<file path="config.mk">
export PLATFORM = sky130hd
export DESIGN_NAME = impp_top
export DESIGN_NICKNAME = d
export VERILOG_FILES = /design/src/hw/impp_top.v /design/src/hw/impp_arbiter.v
export VERILOG_INCLUDE_DIRS = /design/src /design/src/inc
export SDC_FILE = /design/constraint.sdc
export NUM_CORES = 1
export LEC_CHECK = 0
export ABC_AREA = 0
export BUFFER_PORTS_ARGS = -buffer_cell sky130_fd_sc_hd__buf_4
export CAP_MARGIN = 20
export CORE_ASPECT_RATIO = 1.75
export CORE_MARGIN = 3
export CORE_UTILIZATION = 50
export DETAILED_ROUTE_END_ITERATION = 8
export PLACE_DENSITY_LB_ADDON = 0.12
export SYNTH_ARGS = -nofsm -noshare
export SYNTH_HDL_FRONTEND = slang
export SYNTH_SLANG_ARGS = --single-unit
</file>
<file path="constraint.sdc">
create_clock -name pclk -period 13.1 [get_ports pclk]
set_input_delay 0.655 -clock pclk [delete_from_list [all_inputs] [get_ports pclk]]
set_output_delay 0.655 -clock pclk [all_outputs]
set_load 0.02 [all_outputs]
</file>
<file path="src/inc/impp_regs.vh">
// Purpose: Register map and field constants of the interrupt mask,
//          priority and serviced-pending stage.
// Assumes: APB slave, 32-bit data, one aligned word per register.
// Notes:   Full byte addresses are decoded.
// Behaviour
// - One mask bit per source; 1 blocks service, 0 lets request arbitrate.
// - Masking never stops source-pending recording; only forwarding is blocked.
// - Mask register resets to all ones, every source masked.
// - Rotate-enable bits 0..6, one per arbiter; reset value 0x7F.
// - Arbiters 0 and 5 rank requests 1..4 by a rotating start code.
// - Arbiters 1-4 and 6: request 0 highest, 5 lowest, middle four rotate.
// - Order fields at 8:7, 10:9, 12:11, 14:13, 16:15, 18:17 and 20:19; reset 00.
// - Serviced-pending holds at most one bit, the winner; drives normal irq.
// - Writing serviced-pending clears bits written 1; reset all zeros.
// - Fast-mode sources never set a serviced-pending bit.
// - Source-pending is set by sources regardless of mask or priority.
// - Mode bit 1 routes a source to fast handling; only one such source. The code accepts any number of them and ORs them onto fast_irq.
// - Index register reports winner position, clears when pending clears.
`ifndef IMPP_REGS_VH
`define IMPP_REGS_VH

`define IMPP_ADDR_MASK 32'h4a00_0008
`define IMPP_ADDR_ARB 32'h4a00_000c
`define IMPP_ADDR_PEND 32'h4a00_0010
`define IMPP_ADDR_INDEX 32'h4a00_0014

`define IMPP_RST_MASK 32'hffff_ffff
`define IMPP_RST_ARB 21'h0_007f
`define IMPP_RST_PEND 32'h0000_0000

`define IMPP_ARB_W 21
`define IMPP_ROT_LSB 0
`define IMPP_ORD_LSB 7
`define IMPP_NUM_ARB 7

`endif

</file>
<file path="src/hw/impp_top.v">
// Purpose: Mask, priority tree and serviced-pending register of a
//          32-source interrupt controller, with an APB register port.
// Assumes: source_pending and fast_mode_select come from logic on pclk.
// Notes:   One wait state on every APB access.
//
// Local design decision: the APB register port.
`timescale 1ns/1ps
`include "impp_regs.vh"
module impp_top
(
	input wire pclk,
	input wire presetn,
	input wire psel,
	input wire penable,
	input wire pwrite,
	input wire [31:0] paddr,
	input wire [31:0] pwdata,
	output wire pready,
	output reg [31:0] prdata,
	output wire pslverr,
	input wire [31:0] source_pending,
	input wire [31:0] fast_mode_select,
	output wire normal_irq,
	output wire fast_irq
);
	reg [31:0] interrupt_mask_r;
	reg [`IMPP_ARB_W-1:0] arb_ctrl_r;
	reg [`IMPP_ARB_W-1:0] arb_ctrl_nxt;
	reg [31:0] serviced_pending_r;
	reg [31:0] serviced_pending_nxt;
	reg ack_r;
	wire [31:0] eligible;
	wire [31:0] fast_req;
	wire [35:0] arb_req;
	wire [35:0] arb_grant;
	wire [5:0] arb_any;
	wire [11:0] arb_order_nxt;
	wire [5:0] top_grant;
	wire top_any;
	wire [1:0] top_order_nxt;
	wire [31:0] winner;
	wire load;
	wire wr;
	wire rd_capture;
	wire mapped;
	genvar k;

	// ------------------------------------------------------------
	// Helpers
	// ------------------------------------------------------------
	function [4:0] impp_index;
		input [31:0] v;
		integer j;
		begin
			impp_index = 5'd0;
			for (j = 0; j < 32; j = j + 1)
			begin
				if (v[j])
				begin
					impp_index = j[4:0];
				end
			end
		end
	endfunction

	function [1:0] impp_order;
		input [`IMPP_ARB_W-1:0] ctrl;
		input integer n;
		begin
			impp_order = ctrl[`IMPP_ORD_LSB + 2 * n +: 2];
		end
	endfunction

	// ------------------------------------------------------------
	// Request gating
	// ------------------------------------------------------------
	// Source-pending is read only; mask gates forwarding alone
	assign eligible = source_pending & ~interrupt_mask_r
		& ~fast_mode_select;
	assign fast_req = source_pending & ~interrupt_mask_r & fast_mode_select;
	assign fast_irq = |fast_req;

	// ------------------------------------------------------------
	// Arbiter tree
	// ------------------------------------------------------------
	generate
		for (k = 0; k < 6; k = k + 1)
		begin : g_arb
			if (k == 0)
			begin : g_first
				assign arb_req[5:0] = {1'b0, eligible[3:0], 1'b0};
				assign winner[3:0] = arb_grant[4:1] & {4{top_grant[0]}};
			end
			else if (k == 5)
			begin : g_last
				assign arb_req[35:30] =
					{1'b0, eligible[31:28], 1'b0};
				assign winner[31:28] = arb_grant[34:31] & {4{top_grant[5]}};
			end
			else
			begin : g_mid
				assign arb_req[6*k +: 6] = eligible[6*k-2 +: 6];
				assign winner[6*k-2 +: 6] =
					arb_grant[6*k +: 6] & {6{top_grant[k]}};
			end
			impp_arbiter u_arb
			(
				.req(arb_req[6*k +: 6]),
				.order(impp_order(arb_ctrl_r, k)),
				.grant(arb_grant[6*k +: 6]),
				.any(arb_any[k]),
				.order_nxt(arb_order_nxt[2*k +: 2])
			);
		end
	endgenerate

	impp_arbiter u_arb_top
	(
		.req(arb_any),
		.order(impp_order(arb_ctrl_r, 6)),
		.grant(top_grant),
		.any(top_any),
		.order_nxt(top_order_nxt)
	);

	// New winner only enters when nothing is being serviced
	assign load = top_any && (serviced_pending_r == 32'h0000_0000);

	// ------------------------------------------------------------
	// APB decode
	// ------------------------------------------------------------
	reg sel_mask;
	reg sel_arb;
	reg sel_pend;
	reg sel_index;
	wire wr_mask;
	wire wr_arb;
	wire wr_pend;

	function impp_hit;
		input [31:0] addr;
		input [31:0] target;
		begin
			impp_hit = (addr == target);
		end
	endfunction

	// Exact word match only; anything else answers with an error
	always @*
	begin
		sel_mask = 1'b0;
		sel_arb = 1'b0;
		sel_pend = 1'b0;
		sel_index = 1'b0;
		if (impp_hit(paddr, `IMPP_ADDR_MASK))
		begin
			sel_mask = 1'b1;
		end
		else if (impp_hit(paddr, `IMPP_ADDR_ARB))
		begin
			sel_arb = 1'b1;
		end
		else if (impp_hit(paddr, `IMPP_ADDR_PEND))
		begin
			sel_pend = 1'b1;
		end
		else if (impp_hit(paddr, `IMPP_ADDR_INDEX))
		begin
			sel_index = 1'b1;
		end
	end

	// One wait state: ready in the second access cycle
	assign pready = psel & penable & ack_r;
	assign wr = pready & pwrite;
	assign rd_capture = psel & penable & ~ack_r & ~pwrite;
	assign mapped = sel_mask | sel_arb | sel_pend | sel_index;
	assign pslverr = pready & ~mapped;
	// Index is read only, so it has no write strobe
	assign wr_mask = wr & sel_mask;
	assign wr_arb = wr & sel_arb;
	assign wr_pend = wr & sel_pend;

	always @(posedge pclk or negedge presetn)
	begin
		if (!presetn)
		begin
			ack_r <= 1'b0;
		end
		else
		begin
			ack_r <= psel & penable & ~ack_r;
		end
	end

	// ------------------------------------------------------------
	// Arbitration control: rotation, software write wins
	// ------------------------------------------------------------
	integer a;
	always @*
	begin
		arb_ctrl_nxt = arb_ctrl_r;
		if (load)
		begin
			for (a = 0; a < 6; a = a + 1)
			begin
				if (top_grant[a] && arb_ctrl_r[`IMPP_ROT_LSB + a])
				begin
					arb_ctrl_nxt[`IMPP_ORD_LSB + 2 * a +: 2] =
						arb_order_nxt[2*a +: 2];
				end
			end
			if (arb_ctrl_r[`IMPP_ROT_LSB + 6])
			begin
				arb_ctrl_nxt[`IMPP_ORD_LSB + 12 +: 2] =
					top_order_nxt;
			end
		end
		if (wr_arb)
		begin
			arb_ctrl_nxt = pwdata[`IMPP_ARB_W-1:0];
		end
	end

	// ------------------------------------------------------------
	// Serviced-pending: set wins over clear
	// ------------------------------------------------------------
	always @*
	begin
		serviced_pending_nxt = serviced_pending_r;
		// Ones clear, zeros leave the bit alone
		if (wr_pend)
		begin
			serviced_pending_nxt = serviced_pending_r & ~pwdata;
		end
		if (load)
		begin
			serviced_pending_nxt = serviced_pending_nxt | winner;
		end
	end

	// ------------------------------------------------------------
	// Mask register
	// ------------------------------------------------------------
	always @(posedge pclk or negedge presetn)
	begin
		if (!presetn)
		begin
			interrupt_mask_r <= `IMPP_RST_MASK;
		end
		else if (wr_mask)
		begin
			interrupt_mask_r <= pwdata;
		end
	end

	// ------------------------------------------------------------
	// Arbitration control register
	// ------------------------------------------------------------
	always @(posedge pclk or negedge presetn)
	begin
		if (!presetn)
		begin
			arb_ctrl_r <= `IMPP_RST_ARB;
		end
		else
		begin
			arb_ctrl_r <= arb_ctrl_nxt;
		end
	end

	// ------------------------------------------------------------
	// Serviced-pending register
	// ------------------------------------------------------------
	always @(posedge pclk or negedge presetn)
	begin
		if (!presetn)
		begin
			serviced_pending_r <= `IMPP_RST_PEND;
		end
		else
		begin
			serviced_pending_r <= serviced_pending_nxt;
		end
	end

	// Set bit drives the processor request
	assign normal_irq = |serviced_pending_r;

	// ------------------------------------------------------------
	// Index register
	// ------------------------------------------------------------
	// Follows pending on the same edge, so it clears with it
	reg [4:0] pending_index_r;
	always @(posedge pclk or negedge presetn)
	begin
		if (!presetn)
		begin
			pending_index_r <= 5'h0;
		end
		else
		begin
			pending_index_r <= impp_index(serviced_pending_nxt);
		end
	end

	// ------------------------------------------------------------
	// Read data
	// ------------------------------------------------------------
	reg [31:0] rd_mux;
	always @*
	begin
		rd_mux = 32'h0000_0000;
		if (sel_mask)
		begin
			rd_mux = interrupt_mask_r;
		end
		else if (sel_arb)
		begin
			rd_mux = {11'h0, arb_ctrl_r};
		end
		else if (sel_pend)
		begin
			rd_mux = serviced_pending_r;
		end
		else if (sel_index)
		begin
			rd_mux = {27'h0, pending_index_r};
		end
	end

	// Captured in the first access cycle, stands until next read
	always @(posedge pclk or negedge presetn)
	begin
		if (!presetn)
		begin
			prdata <= 32'h0000_0000;
		end
		else if (rd_capture)
		begin
			prdata <= rd_mux;
		end
	end
endmodule

</file>
<file path="src/hw/impp_arbiter.v">
// Purpose: One six-input arbiter with a rotating middle group.
// Assumes: Inputs 0 and 5 tied low where the arbiter has four inputs.
// Notes:   Purely combinational; order update is applied by the parent.
`timescale 1ns/1ps
module impp_arbiter
(
	input wire [5:0] req,
	input wire [1:0] order,
	output reg [5:0] grant,
	output wire any,
	output reg [1:0] order_nxt
);
	reg [2:0] idx;
	integer i;

	assign any = |req;

	// ------------------------------------------------------------
	// Fixed ends, rotating middle
	// ------------------------------------------------------------
	always @*
	begin
		grant = 6'h00;
		idx = 3'd0;
		order_nxt = order;
		if (req[0])
		begin
			grant[0] = 1'b1;
		end
		else
		begin
			for (i = 3; i >= 0; i = i - 1)
			begin
				idx = {1'b0, order + i[1:0]} + 3'd1;
				if (req[idx])
				begin
					grant = 6'h00;
					grant[idx] = 1'b1;
					order_nxt = idx[1:0];
				end
			end
			if (grant == 6'h00 && req[5])
			begin
				grant[5] = 1'b1;
			end
		end
	end
endmodule

</file>
# ---- Word-level counts from Yosys, hierarchy flattened
# Cells that the tools add are included.
dict set report totals {
  ff_bits 123
  input_bits 133
  out_inout_bits 36
  wordCells 482
}
dict set report op_classes {
  add_sub_neg 49
  n_lt_le_gt_ge 56
  n_eq_ne 9
  n_mux 249
  bitwise 29
  n_reduce_logical 77
}
# cell count
set op_table {}
lappend op_table {{two-way mux 5 bit} 44}
lappend op_table {{two-way mux 32 bit} 5}
lappend op_table {{two-way mux 6 bit} 25}
lappend op_table {{bitwise AND 32 bit} 4}
lappend op_table {{== test 32 x 31 -> 1 bit (second input constant)} 4}
lappend op_table {{< comparator 3 x 4 -> 1 bit (second input constant)} 28}
lappend op_table {{inverter 32 bit} 3}
lappend op_table {{OR reduction 32 bit} 3}
lappend op_table {{adder 2 x 1 -> 3 bit (second input constant)} 28}
lappend op_table {{binary-select mux 1 bit (select 3 bit)} 28}
lappend op_table {{demux 1 bit (select 3 bit)} 28}
lappend op_table {{>= comparator 3 x 1 -> 1 bit (second input constant)} 28}
lappend op_table {{two-way mux 2 bit} 40}
lappend op_table {{two-way mux 1 bit} 77}
lappend op_table {{logical AND 1 bit} 40}
lappend op_table {{nonzero test 5 bit} 7}
lappend op_table {{zero test 32 bit} 1}
lappend op_table {{bitwise OR 32 bit} 1}
lappend op_table {{zero test 6 bit} 5}
lappend op_table {{adder 2 bit (second input constant)} 14}
lappend op_table {{bitwise AND 6 bit} 4}
lappend op_table {{OR reduction 6 bit} 4}
lappend op_table {{two-way mux 21 bit} 1}
lappend op_table {{AND reduction 4 bit} 5}
lappend op_table {{other kinds (11)} 42}

# ---- Depth between registers and ports, before layout
# Gate-level depths: netlist (run 1).
dict set report depth {
  depth_word 49
  ltp_mapped 19
  depth_no_buf 16
}

# ---- Hierarchy
# From an unflattened synthesis (run 1), not the netlist that was laid out.
dict set report hier_totals {
  cells_unflattened 1401
  hier_area_um2 11786.3
}
# module n_inst cells_per_inst area_each_um2 seq_area_each_um2
set by_module_without_submodules {}
lappend by_module_without_submodules {impp_top 1 645 6551.3 3126.7}
lappend by_module_without_submodules {{impp_arbiter (g_arb[1].u_arb ...)} 5 110 748.2 0.0}
lappend by_module_without_submodules {{impp_arbiter (u_arb_top)} 1 105 785.8 0.0}
lappend by_module_without_submodules {{impp_arbiter (g_arb[0].u_arb)} 1 101 708.2 0.0}

# ---- Least setup slack after synthesis (run 1)
# Ideal clock, no wire load.
dict set report synth_path {
  path_kind {reg-to-reg}
  from {register arb_ctrl_r[15]}
  to {register pending_index_r[3]}
  setup_ns 0.127
  arrival_time_ns 4.235
  required_ns 12.973
  setup_slack_ns 8.738
  path_stages_with_launch 18
  n_path_buf 3
  period_less_slack_ns 4.362
  cell_sequence {dfrtp_1 > clkbuf_1 > clkinv_1 > ha_1 > clkbuf_1 > or4b_2 > a211oi_1 > or3_1 > clkbuf_1 > a22oi_1 > o211ai_1 > or2_2 > o31ai_1 > a22oi_1 > nand2_1 > nor3_1 > nand2b_1 > or2_2}
}
dict set report synth_between {
  elab_chain_cells 25
  elab_cells_between_ends 58
  cone_classes {7 x add/sub; 8 x order compare; 35 x mux; 2 x bitwise; 6 x reduce/logical}
}
# item line_no
set synth_lines {}
lappend synth_lines {{start: declaration} impp_top.v:27} ;# reg [`IMPP_ARB_W-1:0] arb_ctrl_r;
lappend synth_lines {{start signal: assignment} impp_top.v:264} ;# arb_ctrl_r <= `IMPP_RST_ARB;
lappend synth_lines {{start signal: assignment} impp_top.v:268} ;# arb_ctrl_r <= arb_ctrl_nxt;
lappend synth_lines {{adder 2 bit} impp_arbiter.v:34} ;# idx = {1'b0, order + i[1:0]} + 3'd1;
lappend synth_lines {{adder 2 x 1 -> 3 bit} impp_arbiter.v:34}
lappend synth_lines {{< comparator 3 x 4 -> 1 bit (implied by the code) or >= comparator 3 x 1 -> 1 bit (tied branches)} impp_arbiter.v:38} ;# grant[idx] = 1'b1;
lappend synth_lines {{logical AND 1 bit (implied by the code)} impp_arbiter.v:38}
lappend synth_lines {{two-way mux 1 bit (implied by the code)} impp_arbiter.v:38}
lappend synth_lines {{demux 1 bit (select 3 bit)} n/a}
lappend synth_lines {{two-way mux 6 bit (3 in series)} impp_arbiter.v:35} ;# if (req[idx])
lappend synth_lines {{two-way mux 6 bit *} impp_arbiter.v:35}
lappend synth_lines {{two-way mux 6 bit *} impp_arbiter.v:26} ;# if (req[0])
lappend synth_lines {{two-way mux 1 bit} impp_arbiter.v:26}
lappend synth_lines {{bitwise AND 6 bit *} impp_top.v:104} ;# arb_grant[6*k +: 6] & {6{top_grant[k]}};
lappend synth_lines {{bitwise OR 32 bit *} impp_top.v:238} ;# serviced_pending_nxt = serviced_pending_nxt | winner;
lappend synth_lines {{two-way mux 32 bit *} impp_top.v:236} ;# if (load)
lappend synth_lines {{two-way mux 5 bit (5 in series)} impp_top.v:58} ;# if (v[j])
lappend synth_lines {{two-way mux 5 bit * (5 in series)} impp_top.v:58}
lappend synth_lines {{end signal: assignment} impp_top.v:303} ;# pending_index_r <= impp_index(serviced_pending_nxt);
lappend synth_lines {{end: declaration} impp_top.v:294} ;# reg [4:0] pending_index_r;
# Mark *: on every way between the ends. The rest lies on a longest branch, timed or not. The select of a mux whose other input is x is not followed.
# A chain may end at the register's enable or synchronous reset.

# ---- Final worst setup path (run 1)
dict set report layout_path {
  from {register arb_ctrl_r[15]}
  to {register pending_index_r[0]}
}
# The elaborated chain is that of the path after synthesis.

==> metrics.md, run 1 <==
| Metric | Value |
|---|---|
| # IOs | `169` |
| Diode count | `0` |
| Synth top cells by count | `nand2_1 (179), nor2_1 (123), dfrtp_1 (84), o21ai_0 (82), a21oi_1 (74)` |
| Post-Layout Inst Area | `0.0134 mm²` |
| Ranking of synthesized cells by area | `dfrtp_1 (19%), dfstp_2 (9.1%), nand2_1 (6.0%)` |
| Post-synthesis cell type count | `94` |
| Port bufs | `168` |
| Share of layout cells above drive strength 1 | `0.236` |
| Routed met1 length | `15.7 mm` |
| Crit path kind | `register to register` |
| Most frequent cell after synthesis | `nand2_1` |
| Slowest library cell on the worst path | `or4b_2` |
| CP cell instances | `clkinv_1 > ha_1 > or4b_2 > a211oi_1 > or3_1 > a22oi_1 > o211ai_1 > or2_2 > o31ai_1 > a22oi_1 > o21ai_1 > a31oi_1 > o2111ai_1 > a31oi_1 > o21bai_1` |
| Pre-CTS setup slack | `7.62 ns` |
| Sum Neg Setup Slack | `0 ns` |
| Crit-path max FO | `20` |
| Core area | `0.0218 mm²` |
| WP data required | `13.41 ns` |
| Overflow after GRT | `0` |
| DR WL met3 | `3.11 mm` |
| Hold Vio Cnt, Final | `0` |
| Placed Cells incl. Taps | `1784` |
| WP buf/inv | `1` |
| Sequential-to-total area share from yosys stat | `0.279` |
| Die height | `204 µm` |
| Clock Latency Late Sink | `0.43 ns` |
| Row count | `71` |
| DR WL met2 | `23.4 mm` |
| Max layer used | `met4` |
| Deepest clock path buffer count | `2` |
| Post-cts gate resize count | `0` |
| Setup ws final | `7.44 ns` |
| Max frequency | `177 MHz` |
| CTS Root Cell | `clkbuf_16` |
| Worst-path clk slew | `0.06 ns` |
| Critical Path End Type | `register` |
| Via Count | `12216` |
| Synthesized flop and latch total | `123` |
| Number of buffers inserted by hold repair at cts | `0` |
| Worst r2r src | `arb_ctrl_r[15]` |
| Area share of the largest cell type after synthesis | `0.187` |
| Hold Crit Class | `input pin to async pin` |
| CTS buffer count | `17` |
| Net Count, Synth | `1569` |
| Layout Nets | `1696` |
| Routability congestion estimate | `1.00` |
| Number of antenna violations at the first check in global routing | `0` |
| Horiz. Die Dim | `119 µm` |
| Clock skew | `0.00813 ns` |
| Fin crit share | `0.432` |
| Worst-Margin Slew | `1.08 ns` |
| Post-synth EDFFs | `0` |
| P per Cell Area | `97.9 mW/mm²` |
| Area delta synth->final | `19.2%` |
| Max_slew headroom | `0.278` |
| Residual DRC | `0` |
| Pin count of the biggest net entering global routing | `75` |
| Final Max Slew Viols | `0` |
| Sequential Area | `0.00313 mm²` |
| Post-synthesis async set-or-reset flop share | `1.00` |
| Initial Utilization | `0.515` |
| Delay-heaviest family, CP | `compound AO/OA/AOI/OAI gates` |
| Post-CTS setup buffer count | `0` |
| Dpl cell area | `0.0127 mm²` |
| Clock sink count | `123` |
| CTS tree | `yes` |
| Iteration-0 DRC Markers | `1172` |
| Syn Inst Count | `1385` |
| Arrival time worst endpoint | `5.97 ns` |
| Per-cell routed wire length | `25.0 µm` |
| Reg-to-Reg End | `pending_index_r[0]` |
| Area of the multi-input gates | `0.00765 mm²` |
| Global-route wire length before repair | `68.7 mm` |
| RSZ-0062 raised after global routing | `false` |
| Max Cap Violations | `0` |
| Hpwl dp | `35.2 mm` |
| Crit start category | `register` |
| Vias/cell | `6.72` |
| Status | `complete, no violations` |
| Full die area | `0.0243 mm²` |
| Fill count | `1982` |
| Vias in the first global route | `12045` |
| Largest area contributor in the netlist | `dfrtp_1` |
| Drt pass-1 iters | `6` |
| Crit path largest cell delay | `0.80 ns` |
| # setup viols final | `0` |
| ANT nets after route | `0` |
| Final Non-Filler Cells | `1817` |
| Top_reg_cell synth | `dfrtp_1` |
| Min Tclk post-route | `5.66 ns` |
| Synth Warn # | `0` |
| Mapped Area | `0.0112 mm²` |
| Worst R2R Path Depth | `15` |
| Avg Inst Size Synth | `8.10 µm²` |
| H-tree levels | `4` |
| FF-to-FF setup slack | `7.44 ns` |
| Final wirelength | `45.5 mm` |
| GRT Total Usage | `0.365` |
| WHS | `0.259 ns` |
| Pleak | `0.00561 µW` |
| Worst vdd ir | `0.0902 mV` |
layout by cell type (no fill, tap or decap), types with 17 or more instances in the layout:
cell type	count
o21ai_0	82
nand3_1	29
nand2_1	179
mux2i_1	28
inv_1	46
nand4_1	22
mux2_2	38
a22oi_1	31
nor2_1	123
buf_4	180
ha_1	51
or3b_2	28
nor3b_1	26
a31oi_1	28
a21oi_1	74
nand3b_1	35
dfrtp_1	84
a221oi_1	22
nor4_1	23
clkbuf_16	17
dfstp_2	39
per-stage QoR:
stage,utilization,power (µW)
2_1_floorplan,-,612
3_3_place_gp,0.583,750
5_1_grt,0.614,1350
4_1_cts,0.614,1300
3_5_place_dp,0.583,754
6_report,0.614,1310
worst max-delay path by stage:
stage,depth (start not counted),slack [ns],end,startpoint
after floorplan,17,8.74,pending_index_r[3],arb_ctrl_r[15]
after global placement,14,7.64,pending_index_r[3],arb_ctrl_r[15]
after detailed placement,14,7.62,pending_index_r[3],arb_ctrl_r[15]
after CTS,15,7.59,pending_index_r[0],arb_ctrl_r[15]
after global routing,15,7.00,pending_index_r[0],arb_ctrl_r[15]
final,15,7.44,pending_index_r[0],arb_ctrl_r[15]
worst reg2reg max path, stage by stage, from the launching register on:
cell	delay, ns
dfrtp_1	0.78
clkinv_1	0.50
ha_1	0.68
or4b_2	0.81
a211oi_1	0.63
or3_1	0.39
a22oi_1	0.15
o211ai_1	0.28
or2_2	0.17
o31ai_1	0.06
a22oi_1	0.28
o21ai_1	0.11
a31oi_1	0.24
o2111ai_1	0.15
a31oi_1	0.24
o21bai_1	0.08
where the power goes:
group | internal [µW] | switching (µW)
logic | 127 | 184
registers | 414 | 30.7
clock network | 363 | 189
routing by layer:
metal,GRT usage,up-vias
li1,-,5497
met1,0.397,5863
met2,0.654,678
met3,0.0557,178
met4,0.233,0
met5,0,-
state kept, by name, summed over array words and instances (netlist names):
register            count
pending_index_r         5
serviced_pending_r     32
prdata                 32
interrupt_mask_r       32
ack_r                   1
arb_ctrl_r             21
layout make-up:
cell class,instances,area share
Clock buffer,18,0.0328
Tap cell,292,0.0273
Inverter,50,0.0140
Multi-Input combinational cell,1139,0.572
Clock inverter,14,0.0180
Timing Repair Buffer,181,0.102
Sequential cell,123,0.234
cell families after synthesis:
family | Yosys count | share of synthesized area
XOR/XNOR | 9 | 0.00703
adder cells (fa/ha/maj) | 51 | 0.0569
flip-flops | 123 | 0.279
AND/OR/NAND/NOR | 597 | 0.289
buffers and inverters | 123 | 0.0419
multiplexers | 72 | 0.0752
AO/OA/AOI/OAI | 410 | 0.251
Note: power is estimated with default switching activity, not from simulation.
==> inputs of run 2 (changes only) <==
==> constraint.sdc (replaced) <==
create_clock -name pclk -period 4.9 [get_ports pclk]
set_input_delay 0.245 -clock pclk [delete_from_list [all_inputs] [get_ports pclk]]
set_output_delay 0.245 -clock pclk [all_outputs]
set_load 0.02 [all_outputs]
==> run 2 against run 1 <==
Against the previous run:
- total power increased to 2.5 times the previous value
- combinational power rose to 2.7 times the previous value
- design area grew 1.1%
- hold slack got worse by 0.23 ns
- critical path type unchanged
- global-route usage up 0.46 points
- non-clock buffer count up 33
- largest power group unchanged
- sequential power rose to 2.7 times the previous value
- highest routed layer unchanged
==> metrics.md, run 2 (synthesis results as in run 1) <==
| Metric | Value |
|---|---|
| CTS tree | `yes` |
| CP cell instances | `or3b_2 > and4_1 > buf_4 > a221oi_1 > o32ai_1 > buf_4 > a311o_1 > a22oi_1 > nor4b_1 > o211ai_1 > nor2_1 > nor2_1 > a211oi_1 > a21oi_1` |
| Internal | `2180 µW (+140%)` |
| ANT nets after route | `0 (unchanged)` |
| Crit-path max FO | `8 (-60%)` |
| Worst-Margin Slew | `1.03 ns (-0.0517 ns)` |
| Sw Pwr | `1120 µW (+180%)` |
| Worst vdd ir | `0.194 mV (+110%)` |
| Share of layout cells above drive strength 1 | `0.253 (+0.0168)` |
| Fin crit share | `0.977 (+0.545)` |
| Port bufs | `168 (unchanged)` |
| Clock skew | `0.00686 ns (-0.00127 ns)` |
| Via Count | `12360 (+1.2%)` |
| WP data required | `5.22 ns (-8.19 ns)` |
| Die height | `204 µm (unchanged)` |
| Number of antenna violations at the first check in global routing | `0 (unchanged)` |
| Flop pwr share | `0.360 (+0.020)` |
| Critical Path Start | `interrupt_mask_r[0]` |
| Sum Neg Setup Slack | `0 ns (unchanged)` |
| Most frequent cells in the layout | `buf_4 (213), nand2_1 (179), nor2_1 (123)` |
| Switching Share | `0.339 (+0.0297)` |
| Hold Crit Class | `input pin to register` |
| Worst-path clk slew | `0.06 ns (about the same)` |
| Slowest library cell on the worst path | `or3b_2` |
| Crit path kind | `register to register` |
| Routability congestion estimate | `1.06 (+5.7%)` |
| Most common cell after layout, fill and taps aside | `buf_4` |
| Deepest clock path buffer count | `2 (unchanged)` |
| Critical Path End Type | `register` |
| RSZ-0062 raised after global routing | `false` |
| Vias in the first global route | `12079 (+0.28%)` |
| Pin count of the biggest net entering global routing | `60 (-20%)` |
| H-tree levels | `4 (unchanged)` |
| Largest registers | `interrupt_mask_r x32, prdata x32, serviced_pending_r x32` |
| Iteration-0 DRC Markers | `1290 (+10%)` |
| # setup viols final | `0 (unchanged)` |
| Crit path largest cell delay | `0.58 ns (-0.22 ns)` |
| P per Cell Area | `244 mW/mm² (+150%)` |
| Residual DRC | `0 (unchanged)` |
| Clock sink count | `123 (unchanged)` |
| Total power | `3300 µW (+150%)` |
| Horiz. Die Dim | `119 µm (unchanged)` |
| Sequential Area | `0.00313 mm² (unchanged)` |
| CTS Root Cell | `clkbuf_16` |
| Diode count | `0 (unchanged)` |
| Overflow after GRT | `0 (unchanged)` |
| Setup ws final | `0.114 ns (-7.32 ns)` |
| Clk pwr share | `0.382 (-0.040)` |
| Comb pwr share | `0.258 (+0.020)` |
| Vias/cell | `6.68 (-0.63%)` |
| Delay-heaviest family, CP | `compound AO/OA/AOI/OAI gates` |
| WP buf/inv | `2 (+1)` |
| Arrival time worst endpoint | `5.11 ns (-0.86 ns)` |
| # IOs | `169 (unchanged)` |
| Post-CTS setup buffer count | `0 (unchanged)` |
| Max frequency | `209 MHz (+18%)` |
| Drt pass-1 iters | `8 (+2)` |
| CTS buffer count | `17 (unchanged)` |
| Max_slew headroom | `0.314 (+0.0353)` |
| Area of the multi-input gates | `0.00766 mm² (+0.11%)` |
| Min-delay src | `pwdata[0]` |
| GRT Total Usage | `0.369 (+0.00464)` |
| Hold Vio Cnt, Final | `0 (unchanged)` |
| Global-route wire length before repair | `69.6 mm (+1.3%)` |
| Fill count | `1999 (+0.86%)` |
| Final Max Slew Viols | `0 (unchanged)` |
| Area delta synth->final | `20.6%` |
| Min Tclk post-route | `4.79 ns (-0.876 ns)` |
| Layout Nets | `1729 (+1.9%)` |
| Worst r2r src | `interrupt_mask_r[0]` |
| Per-cell routed wire length | `24.8 µm (-0.90%)` |
| WHS | `0.0251 ns (-0.234 ns)` |
| Max Cap Violations | `0 (unchanged)` |
| Status | `complete, no violations` |
| Row count | `71 (unchanged)` |
| Pleak | `0.00571 µW (+1.9%)` |
| Initial Utilization | `0.515 (unchanged)` |
| Full die area | `0.0243 mm² (unchanged)` |
| Pre-CTS setup slack | `0.347 ns (-7.27 ns)` |
| Clock Latency Late Sink | `0.44 ns (about the same)` |
| Hpwl dp | `35.8 mm (+1.5%)` |
| Core area | `0.0218 mm² (unchanged)` |
| Final wirelength | `45.9 mm (+0.90%)` |
| Crit start category | `register` |
[run 2: cell count changes in the layout (fill, tap and decap cells not counted), moves of 3 or more]
cell	previous run	this run
buf_4	180	213
inv_6	2	5
clkinvlp_4	2	5
bufinv_16	6	1
[run 2: worst paths after layout]
| path | depth (start not counted) | slack (ns) | to |
|---|---|---|---|
| worst max-delay path | 14 | 0.11 | arb_ctrl_r[18] |
| worst min-delay path | 3 | 0.03 | arb_ctrl_r[0] |
| worst max register to register | 14 | 0.11 | arb_ctrl_r[18] |
| worst min register to register | 2 | 0.48 | arb_ctrl_r[4] |
| max in group asynchronous | 3 | 3.45 | interrupt_mask_r[14] |
| min in group asynchronous | 2 | 0.44 | prdata[30] |
[run 2: cell type report]
cell class | count | area share
Multi-Input combinational cell | 1139 | 0.566
Sequential cell | 123 | 0.231
Timing Repair Buffer | 214 | 0.119
Clock buffer | 18 | 0.0325
Tap cell | 292 | 0.0270
Inverter | 50 | 0.0139
Clock inverter | 14 | 0.0101
[run 2: power groups by stage]
stage	Combinational (µW)	Sequential (µW)	Clock, µW
after floorplan	439	1200	0
final	850	1190	1260
after global routing	908	1190	1300
after detailed placement	830	1200	0
after CTS	837	1180	1260
after global placement	824	1200	0
[run 2: worst register-to-register path, stage by stage, from the launching register on]
cell	delay [ns]
dfstp_2	0.38
or3b_2	0.58
and4_1	0.30
buf_4	0.17
a221oi_1	0.51
o32ai_1	0.16
buf_4	0.19
a311o_1	0.37
a22oi_1	0.38
nor4b_1	0.43
o211ai_1	0.41
nor2_1	0.37
nor2_1	0.10
a211oi_1	0.24
a21oi_1	0.06
[run 2: timing repair]
action / CTS / global route
resized for setup: 0 / 2
hold buffers: 1 / 0
endpoints found under the hold margin: 42 / 0
endpoints found under the setup margin: 0 / 2
[run 2: metal layers]
| layer | up-vias | GRT usage | share of wire |
|---|---|---|---|
| li1 | 5553 | - | - |
| met1 | 5919 | 0.393 | 0.34 |
| met2 | 665 | 0.653 | 0.51 |
| met3 | 223 | 0.0678 | 0.070 |
| met4 | 0 | 0.258 | 0.082 |
| met5 | - | 0 | 0 |
[run 2: through the flow]
step,util,cells,instance area [µm²]
after floorplan,-,1385,11200
after global placement,0.594,1817,12900
after detailed placement,0.594,1817,12900
after CTS,0.621,1850,13500
after global routing,0.621,1850,13500
final,0.621,1850,13500
